$ cat config.mk
export PLATFORM = sky130hd
export DESIGN_NAME = oversampled_serial_uart
export DESIGN_NICKNAME = d
export VERILOG_FILES = /design/src/logic/uart_pkg.sv /design/src/logic/oversampled_serial_uart.sv
export SDC_FILE = /design/constraint.sdc
export NUM_CORES = 1
export LEC_CHECK = 0
export ABC_CLOCK_PERIOD_IN_PS = 3400
export BUFFER_PORTS_ARGS = -buffer_cell sky130_fd_sc_hd__buf_2
export CAP_MARGIN = 20
export CORE_MARGIN = 2
export CORE_UTILIZATION = 25
export CTS_BUF_LIST = sky130_fd_sc_hd__clkbuf_4 sky130_fd_sc_hd__clkbuf_8
export CTS_CLUSTER_DIAMETER = 80
export DETAILED_ROUTE_END_ITERATION = 10
export GPL_TIMING_DRIVEN = 0
export SLEW_MARGIN = 20
export SYNTH_ARGS = -nofsm -noshare
export SYNTH_HDL_FRONTEND = slang
export SYNTH_SLANG_ARGS = --single-unit
$ cat constraint.sdc
create_clock -name CLK_SYS_IN -period 3.4 [get_ports CLK_SYS_IN]
set_input_delay 0.68 -clock CLK_SYS_IN [delete_from_list [all_inputs] [get_ports CLK_SYS_IN]]
set_output_delay 0.68 -clock CLK_SYS_IN [all_outputs]
set_load 0.005 [all_outputs]
$ cat src/logic/uart_pkg.sv
// constants for the oversampled serial transceiver
package uart_pkg;

   // ****************************************************************
   // register map
   // ****************************************************************
   localparam int          ADDR_W   = 3;
   localparam logic [2:0]  A_TXDATA = 3'h0;
   localparam logic [2:0]  A_RXDATA = 3'h1;
   localparam logic [2:0]  A_CTRL   = 3'h2;
   localparam logic [2:0]  A_STATUS = 3'h3;
   localparam logic [2:0]  A_MASK   = 3'h4;

   // status and mask bit positions
   localparam int          ST_TX    = 0;
   localparam int          ST_RX    = 1;
   localparam int          ST_OVR   = 2;
   localparam int          ST_FE    = 3;
   localparam int          ST_W     = 4;
   // control bit positions (busy and full are read only)
   localparam int          CT_FAST  = 0;
   localparam int          CT_BUSY  = 1;
   localparam int          CT_FULL  = 2;

   localparam logic [3:0]  STATUS_RST = 4'h0;
   localparam logic [3:0]  MASK_RST   = 4'h0;
   localparam logic [7:0]  DATA_RST   = 8'h00;

   // ****************************************************************
   // timing
   // ****************************************************************
   localparam int          CLK_HZ     = 250_000_000;
   localparam int          RC_OSC_HZ  = 87_800;
   localparam int          BAUD_SLOW  = 2400;
   localparam int          FAST_MUL   = 4;
   localparam int          OSR        = 16;
   localparam int          DIV_SLOW_DEF = CLK_HZ / (BAUD_SLOW * OSR);

   // phase index counts from 0, so phase 7 of a bit is index 6
   localparam logic [3:0]  PH_VOTE_LO = 4'h6;
   localparam logic [3:0]  PH_VOTE_HI = 4'h8;
   localparam logic [3:0]  PH_LAST    = 4'hF;
   localparam logic [3:0]  TX_STOP_IX = 4'h9;
   localparam logic [2:0]  RX_LAST_IX = 3'h7;

endpackage

$ cat src/logic/oversampled_serial_uart.sv
// serial transceiver on the shared communication pin with register port
//
// Our own choices: the address map and the address-and-strobe port.
module oversampled_serial_uart #(
   parameter int unsigned DIV_SLOW = uart_pkg::DIV_SLOW_DEF
) (
   // clock, reset, enable
   input  wire logic       CLK_SYS_IN,
   input  wire logic       NRST_IN,
   input  wire logic       CE_IN,
   // register port
   input  wire logic [2:0] REG_ADDR_IN,
   input  wire logic [7:0] REG_WDATA_IN,
   input  wire logic       REG_WR_IN,
   input  wire logic       REG_RD_IN,
   output logic      [7:0] REG_RDATA_OUT,
   // serial communication pin
   input  wire logic       SERIAL_COMM_PIN_IN,
   output logic            SERIAL_COMM_PIN_OUT,
   output logic            SERIAL_COMM_PIN_OE_OUT,
   // interrupt
   output logic            IRQ_OUT
);

   typedef enum logic [1:0] {RX_IDLE, RX_START, RX_DATA, RX_STOP} rx_state_t;

   // ****************************************************************
   // reset release synchroniser, tick divider and majority vote helpers
   // ****************************************************************
   logic rst_s1_q;
   logic rst_n_q;

   always_ff @(posedge CLK_SYS_IN or negedge NRST_IN)
   begin
      if (!NRST_IN)
      begin
         rst_s1_q <= 1'b0;
         rst_n_q  <= 1'b0;
      end
      else
      begin
         rst_s1_q <= 1'b1;
         rst_n_q  <= rst_s1_q;
      end
   end

   function automatic logic [15:0] tick_div(input logic fast);
      logic [31:0] d;
      d = fast ? DIV_SLOW / uart_pkg::FAST_MUL : DIV_SLOW;
      return d[15:0];
   endfunction

   function automatic logic maj3(input logic [2:0] v);
      return (v[0] & v[1]) | (v[0] & v[2]) | (v[1] & v[2]);
   endfunction

   // ****************************************************************
   // registers
   // ****************************************************************
   logic       fast_q, fast_d;
   logic [3:0] status_q, status_d;
   logic [3:0] mask_q, mask_d;
   logic [7:0] rdata_q, rdata_d;
   logic [7:0] rxbuf_q, rxbuf_d;
   logic       rx_full_q, rx_full_d;
   logic       tx_busy_q;
   logic       tx_set, rx_done, rx_fe;
   logic [7:0] rx_sr_q;
   logic       wr_tx, rd_rx, rd_st;

   assign wr_tx = REG_WR_IN && REG_ADDR_IN == uart_pkg::A_TXDATA;
   assign rd_rx = REG_RD_IN && REG_ADDR_IN == uart_pkg::A_RXDATA;
   assign rd_st = REG_RD_IN && REG_ADDR_IN == uart_pkg::A_STATUS;

   always_comb
   begin
      fast_d    = fast_q;
      mask_d    = mask_q;
      rdata_d   = 8'h00;
      rxbuf_d   = rxbuf_q;
      rx_full_d = rx_full_q && !rd_rx;
      status_d  = rd_st ? 4'h0 : status_q;
      if (REG_WR_IN && REG_ADDR_IN == uart_pkg::A_CTRL)
         fast_d = REG_WDATA_IN[uart_pkg::CT_FAST];
      if (REG_WR_IN && REG_ADDR_IN == uart_pkg::A_MASK)
         mask_d = REG_WDATA_IN[3:0];
      if (REG_RD_IN)
      begin
         unique case (REG_ADDR_IN)
            uart_pkg::A_RXDATA: rdata_d = rxbuf_q;
            uart_pkg::A_CTRL:   rdata_d = {5'h00, rx_full_q, tx_busy_q, fast_q};
            uart_pkg::A_STATUS: rdata_d = {4'h0, status_q};
            uart_pkg::A_MASK:   rdata_d = {4'h0, mask_q};
            default:            rdata_d = 8'h00;
         endcase
      end
      // events win over the clearing read; flags otherwise hold
      if (tx_set)
         status_d[uart_pkg::ST_TX] = 1'b1;
      if (rx_done)
      begin
         // the held byte is replaced even if unread
         rxbuf_d   = rx_sr_q;
         rx_full_d = 1'b1;
         status_d[uart_pkg::ST_RX] = 1'b1;
         if (rx_full_q && !rd_rx)
            status_d[uart_pkg::ST_OVR] = 1'b1;
         if (rx_fe)
            status_d[uart_pkg::ST_FE] = 1'b1;
      end
   end

   always_ff @(posedge CLK_SYS_IN or negedge rst_n_q)
   begin
      if (!rst_n_q)
      begin
         fast_q    <= 1'b0;
         status_q  <= uart_pkg::STATUS_RST;
         mask_q    <= uart_pkg::MASK_RST;
         rdata_q   <= uart_pkg::DATA_RST;
         rxbuf_q   <= uart_pkg::DATA_RST;
         rx_full_q <= 1'b0;
      end
      else if (CE_IN)
      begin
         fast_q    <= fast_d;
         status_q  <= status_d;
         mask_q    <= mask_d;
         rdata_q   <= rdata_d;
         rxbuf_q   <= rxbuf_d;
         rx_full_q <= rx_full_d;
      end
   end

   assign REG_RDATA_OUT = rdata_q;
   assign IRQ_OUT       = |(status_q & mask_q);

   // ****************************************************************
   // transmitter
   // ****************************************************************
   logic [15:0] tx_div_q, tx_div_d;
   logic [3:0]  tx_ph_q, tx_ph_d;
   logic [3:0]  tx_ix_q, tx_ix_d;
   logic [9:0]  tx_fr_q, tx_fr_d;
   logic        tx_busy_d, tx_tick;

   // own divider so sending never waits on the receiver
   assign tx_tick = tx_div_q >= tick_div(fast_q) - 16'h0001;

   always_comb
   begin
      tx_div_d  = tx_tick ? 16'h0000 : tx_div_q + 16'h0001;
      tx_ph_d   = tx_ph_q;
      tx_ix_d   = tx_ix_q;
      tx_fr_d   = tx_fr_q;
      tx_busy_d = tx_busy_q;
      tx_set    = 1'b0;
      if (!tx_busy_q)
      begin
         tx_div_d = 16'h0000;
         // a write while busy is dropped
         if (wr_tx)
         begin
            tx_fr_d   = {1'b1, REG_WDATA_IN, 1'b0};
            tx_busy_d = 1'b1;
            tx_ph_d   = 4'h0;
            tx_ix_d   = 4'h0;
         end
      end
      else if (tx_tick)
      begin
         tx_ph_d = tx_ph_q + 4'h1;
         if (tx_ph_q == uart_pkg::PH_LAST)
         begin
            tx_fr_d = {1'b1, tx_fr_q[9:1]};
            tx_ix_d = tx_ix_q + 4'h1;
            if (tx_ix_q == uart_pkg::TX_STOP_IX)
               tx_busy_d = 1'b0;
            tx_set = tx_ix_q == uart_pkg::TX_STOP_IX - 4'h1;
         end
      end
   end

   always_ff @(posedge CLK_SYS_IN or negedge rst_n_q)
   begin
      if (!rst_n_q)
      begin
         tx_div_q  <= 16'h0000;
         tx_ph_q   <= 4'h0;
         tx_ix_q   <= 4'h0;
         tx_fr_q   <= 10'h3FF;
         tx_busy_q <= 1'b0;
      end
      else if (CE_IN)
      begin
         tx_div_q  <= tx_div_d;
         tx_ph_q   <= tx_ph_d;
         tx_ix_q   <= tx_ix_d;
         tx_fr_q   <= tx_fr_d;
         tx_busy_q <= tx_busy_d;
      end
   end

   // the frame register rests at all ones, so the line idles high
   assign SERIAL_COMM_PIN_OUT    = tx_fr_q[0];
   assign SERIAL_COMM_PIN_OE_OUT = tx_busy_q;

   // ****************************************************************
   // receiver
   // ****************************************************************
   rx_state_t   rx_st_q, rx_st_d;
   logic        pin_s1_q, pin_s2_q, pin_s3_q;
   logic [15:0] rx_div_q, rx_div_d;
   logic [3:0]  rx_ph_q, rx_ph_d;
   logic [2:0]  rx_ix_q, rx_ix_d;
   logic [2:0]  vote_q, vote_d;
   logic [7:0]  rx_sr_d;
   logic        rx_tick, bit_v, decide;

   // own pin echoes back while sending; software discards it
   assign rx_tick = rx_div_q >= tick_div(fast_q) - 16'h0001;
   // votes only in phases 7..9, the rest are never looked at
   assign bit_v   = maj3({vote_q[1:0], pin_s3_q});
   assign decide  = rx_tick && rx_ph_q == uart_pkg::PH_VOTE_HI;

   always_comb
   begin
      rx_st_d = rx_st_q;
      rx_div_d = rx_tick ? 16'h0000 : rx_div_q + 16'h0001;
      rx_ph_d = rx_tick ? rx_ph_q + 4'h1 : rx_ph_q;
      rx_ix_d = rx_ix_q;
      vote_d  = vote_q;
      rx_sr_d = rx_sr_q;
      rx_done = 1'b0;
      rx_fe   = 1'b0;
      if (rx_tick && rx_ph_q >= uart_pkg::PH_VOTE_LO && rx_ph_q <= uart_pkg::PH_VOTE_HI)
         vote_d = {vote_q[1:0], pin_s3_q};
      unique case (rx_st_q)
         RX_IDLE:
         begin
            rx_div_d = 16'h0000;
            rx_ph_d  = 4'h0;
            // phases restart at the edge
            if (pin_s3_q && !pin_s2_q)
               rx_st_d = RX_START;
         end
         RX_START:
            if (decide)
            begin
               rx_ix_d = 3'h0;
               rx_st_d = bit_v ? RX_IDLE : RX_DATA;
            end
         RX_DATA:
            if (decide)
            begin
               rx_sr_d = {bit_v, rx_sr_q[7:1]};
               rx_ix_d = rx_ix_q + 3'h1;
               if (rx_ix_q == uart_pkg::RX_LAST_IX)
                  rx_st_d = RX_STOP;
            end
         RX_STOP:
            if (decide)
            begin
               rx_done = 1'b1;
               rx_fe   = !bit_v;
               rx_st_d = RX_IDLE;
            end
      endcase
   end

   always_ff @(posedge CLK_SYS_IN or negedge rst_n_q)
   begin
      if (!rst_n_q)
      begin
         pin_s1_q <= 1'b1;
         pin_s2_q <= 1'b1;
         pin_s3_q <= 1'b1;
         rx_st_q  <= RX_IDLE;
         rx_div_q <= 16'h0000;
         rx_ph_q  <= 4'h0;
         rx_ix_q  <= 3'h0;
         vote_q   <= 3'h7;
         rx_sr_q  <= uart_pkg::DATA_RST;
      end
      else if (CE_IN)
      begin
         pin_s1_q <= SERIAL_COMM_PIN_IN;
         pin_s2_q <= pin_s1_q;
         pin_s3_q <= pin_s2_q;
         rx_st_q  <= rx_st_d;
         rx_div_q <= rx_div_d;
         rx_ph_q  <= rx_ph_d;
         rx_ix_q  <= rx_ix_d;
         vote_q   <= vote_d;
         rx_sr_q  <= rx_sr_d;
      end
   end
endmodule

==> results.md <==
* Slowest-stage cell, CP: dfrtp_2
* Sequential share of the synthesized area at 47.2%
* Final Util at between 20% and 30%
* Leak pwr at 2.64 nW
* Post-Syn Nets at 548
* RSZ-0062 raised after global routing: no
* Synth warn at 0
* R2R Setup Slk at 0.29 ns
* Vias/cell at 4.75
* Vias at ~3.9k
* Maxcap violations at 0
* Gr usage total at about 11%
* Max stage delay on crit path at 0.61 ns
* Initial drt markers at 179
* Nature of the critical path startpoint: flip-flop
* Placed Instance Area at 5840 µm²
* Crit Reg-Reg Startpoint: fast_q
* Asr flop ratio synth at 100%
* Dpl hpwl at about 7900 µm
* Clock Skew at roughly 0.015 ns
* Crit share post-route at between 90 and 100%
* Antenna Nets Post-Route at 0
* Layout cell share with drive strength beyond 1 at 21.4%
* Number of global-route vias before repair at 3865
* DRC viols at 0
* Kind of critical path: flip-flop to flip-flop
* DRT Wirelength at 11300 µm
* Fin. max-slew vios at 0
* Ant. Diodes at 0
* Mean Syn Cell Area at ~11 µm²
* Clock root cell: clkbuf_8
* R2R depth at 9
* Final hold vios at 0
* Synth unique cells at 61
* Setup TNS at 0 ns
* Prevailing post-synth register cell: dfrtp_1
* Clk sinks at 100
* Die area at 22500 µm²
* Final worst slack at approximately 0.3 ns
* CP Data Required Time at 3.65 ns
* Overall Power at 2.86 mW
* Crit. End Element: flip-flop
* Outcome: completed
* Slew of the pin with the lowest slew margin at 0.685 ns
* Core Box Area at 21000 µm²
* Largest net degree at the start of global routing at 36
* DR WL/cell at around 14 µm
* CTS tree: done
* Total CTS buffers at 9
* Port Buffers at 24
* Post-place setup slack at -0.0869 ns
* Longest Clk Path Bufs at 2
* First-pass GRT wire length at 19800 µm
* Critical path buffer and inverter count at 3
* Synthesized area at 5340 µm²
* Skew-Pair Late Insertion Delay at approximately 0.38 ns
* Fmax at ~320 MHz
* Arrival time worst endpoint at 3.36 ns
* # rows at 53
* CP Cell Sequence: clkinvlp_4, buf_4, ha_1, nand3_1, o21ai_0, a31oi_2, a21oi_1, clkbuf_1, nor2_1
* DR pass1 iterations at 5
* Design Area, Final at 6060 µm²
* VDD IR-drop max at ~0.32 mV
* Die Span Y at 150 µm
* Area Growth Syn to Fin at 13.6%
* Worst reg2reg endpoint: tx_div_q[9]
* CTS H-tree lvls at 3
* Area contributors post-synth: dfrtp_1 (40%), mux2_2 (8.7%), ha_1 (7.0%)
* Number of synthesized flops with an enable pin at 0
* Stages on the worst setup path at 9
* Initial core utilization at roughly a quarter
* Yosys top cell area share at 40.3%
* Area leader, netlist: dfrtp_1
* I/O pins at 28
* Gr ovfl total at 0
* Nets at 588
* Final setup vio count at 0
* Power Dens Cells at 471 nW/µm²
* Worst hold path type: input port to asynchronous set/reset pin
* Crit-path max FO at 13
* Slew HR at 53.7%
* Hold Buf Count CTS at 0
* # fillers at 2246
* GPL Wtd Cong at roughly 0.8
* Initial antenna violation count at 0
* Cells after Synth at 501
* Flops & latches, synth at 100
* Tmin final at 3.11 ns
* Top delay family on crit path: compound AO/OA/AOI/OAI gates
* Die W at 150 µm
* Clk slew on worst S/H paths at 0.11 ns
[cell usage after synthesis (5+ instances only)]
library cell and n:
dfrtp_1 86, mux2_2 41, nor2_1 41, nand2_1 39
nand3_1 31, ha_1 30, inv_1 20, xnor2_1 16
clkbuf_1 15, dfstp_2 14, a21oi_1 10, o21ai_0 10
nor3_1 9, nand4_1 8, o211ai_1 8, a22o_1 7
a21o_1 6, mux2i_1 6, o2bb2ai_1 6, xor2_1 6
a22oi_1 5, and3_1 5, nand2b_1 5, nor2b_1 5
o31ai_1 5
[per-layer routing]
layer  share of wire, %  track usage (%)  up-vias
met5                  0                0        -
li1                   -                -     1903
met4               0.69             2.41        0
met1                 51             15.5     1920
met3                3.7             2.71        8
met2                 45             16.4       68
[cell type report]
class / count / area (µm²) / share of cell area [%]
Tap cell: 275 / 344 / 5.68
Timing Repair Buffer: 29 / 183 / 3.01
Sequential cell: 100 / 2520 / 41.7
Buffer: 20 / 88.8 / 1.47
Clock inverter: 7 / 67.6 / 1.11
Inverter: 20 / 78.8 / 1.30
Clock buffer: 9 / 124 / 2.04
Multi-Input combinational cell: 361 / 2650 / 43.7
[power breakdown]
group	switching, mW	total [mW]	internal [mW]
Sequential	0.156	1.53	1.37
Combinational	0.289	0.558	0.269
Clock	0.479	0.769	0.290
[flip-flops by register name, summed over array words and instances (netlist names), 2 cells and up, named ones only]
register       cells
tx_ix_q            4
tx_div_q          16
rx_sr_q            8
status_q           4
REG_RDATA_OUT      8
tx_fr_q            9
vote_q             2
rx_ph_q            4
rx_ix_q            3
mask_q             4
rxbuf_q            8
rx_div_q          16
tx_ph_q            4
[logic make-up (layout without fill, tap and decap cells)]
family	count (synthesis)	count (layout)	share of synthesized area (%)
compound gates	92	92	13.1
other cells	1	1	0.0703
flops	100	100	47.2
fa+ha+maj	31	31	7.22
simple gates	168	168	15.9
xor+xnor	22	22	3.61
buf+inv	40	85	3.07
mux	47	47	9.78
[through the flow]
stage | std cells | hold WS, ns
floorplan | 501 | 0.331
global placement | 800 | 0.335
detailed placement | 802 | 0.288
CTS | 818 | 0.0411
global route | 821 | 0.0296
finish | 821 | 0.0645
[layout by cell type (no fill, tap or decap), types with 6 or more instances in the layout]
cell	synthesis	routed
a21o_1	6	6
a21oi_1	10	10
a22o_1	7	7
buf_2	2	26
clkbuf_1	15	15
clkbuf_8	0	9
dfrtp_1	86	84
dfstp_2	14	14
ha_1	30	30
inv_1	20	19
mux2_2	41	41
mux2i_1	6	6
nand2_1	39	39
nand3_1	31	31
nand4_1	8	8
nor2_1	41	41
nor3_1	9	9
o211ai_1	8	8
o21ai_0	10	10
o2bb2ai_1	6	6
xnor2_1	16	16
xor2_1	6	6
[how the worst max path moves through the flow]
stage | startpoint | end
after detailed placement | fast_q | rxbuf_q[5]
after CTS | fast_q | rxbuf_q[7]
final | fast_q | tx_div_q[9]
after floorplan | rst_n_q | REG_RDATA_OUT[0]
after global placement | rst_n_q | rx_div_q[11]
after global routing | fast_q | rxbuf_q[7]
[timing repair]
| item | CTS | global route |
|---|---|---|
| resized for setup | 1 | 1 |
| buffers inserted | 0 | 3 |
| setup endpoints to repair | 24 | 7 |
Note: power is estimated with default switching activity, not from simulation.
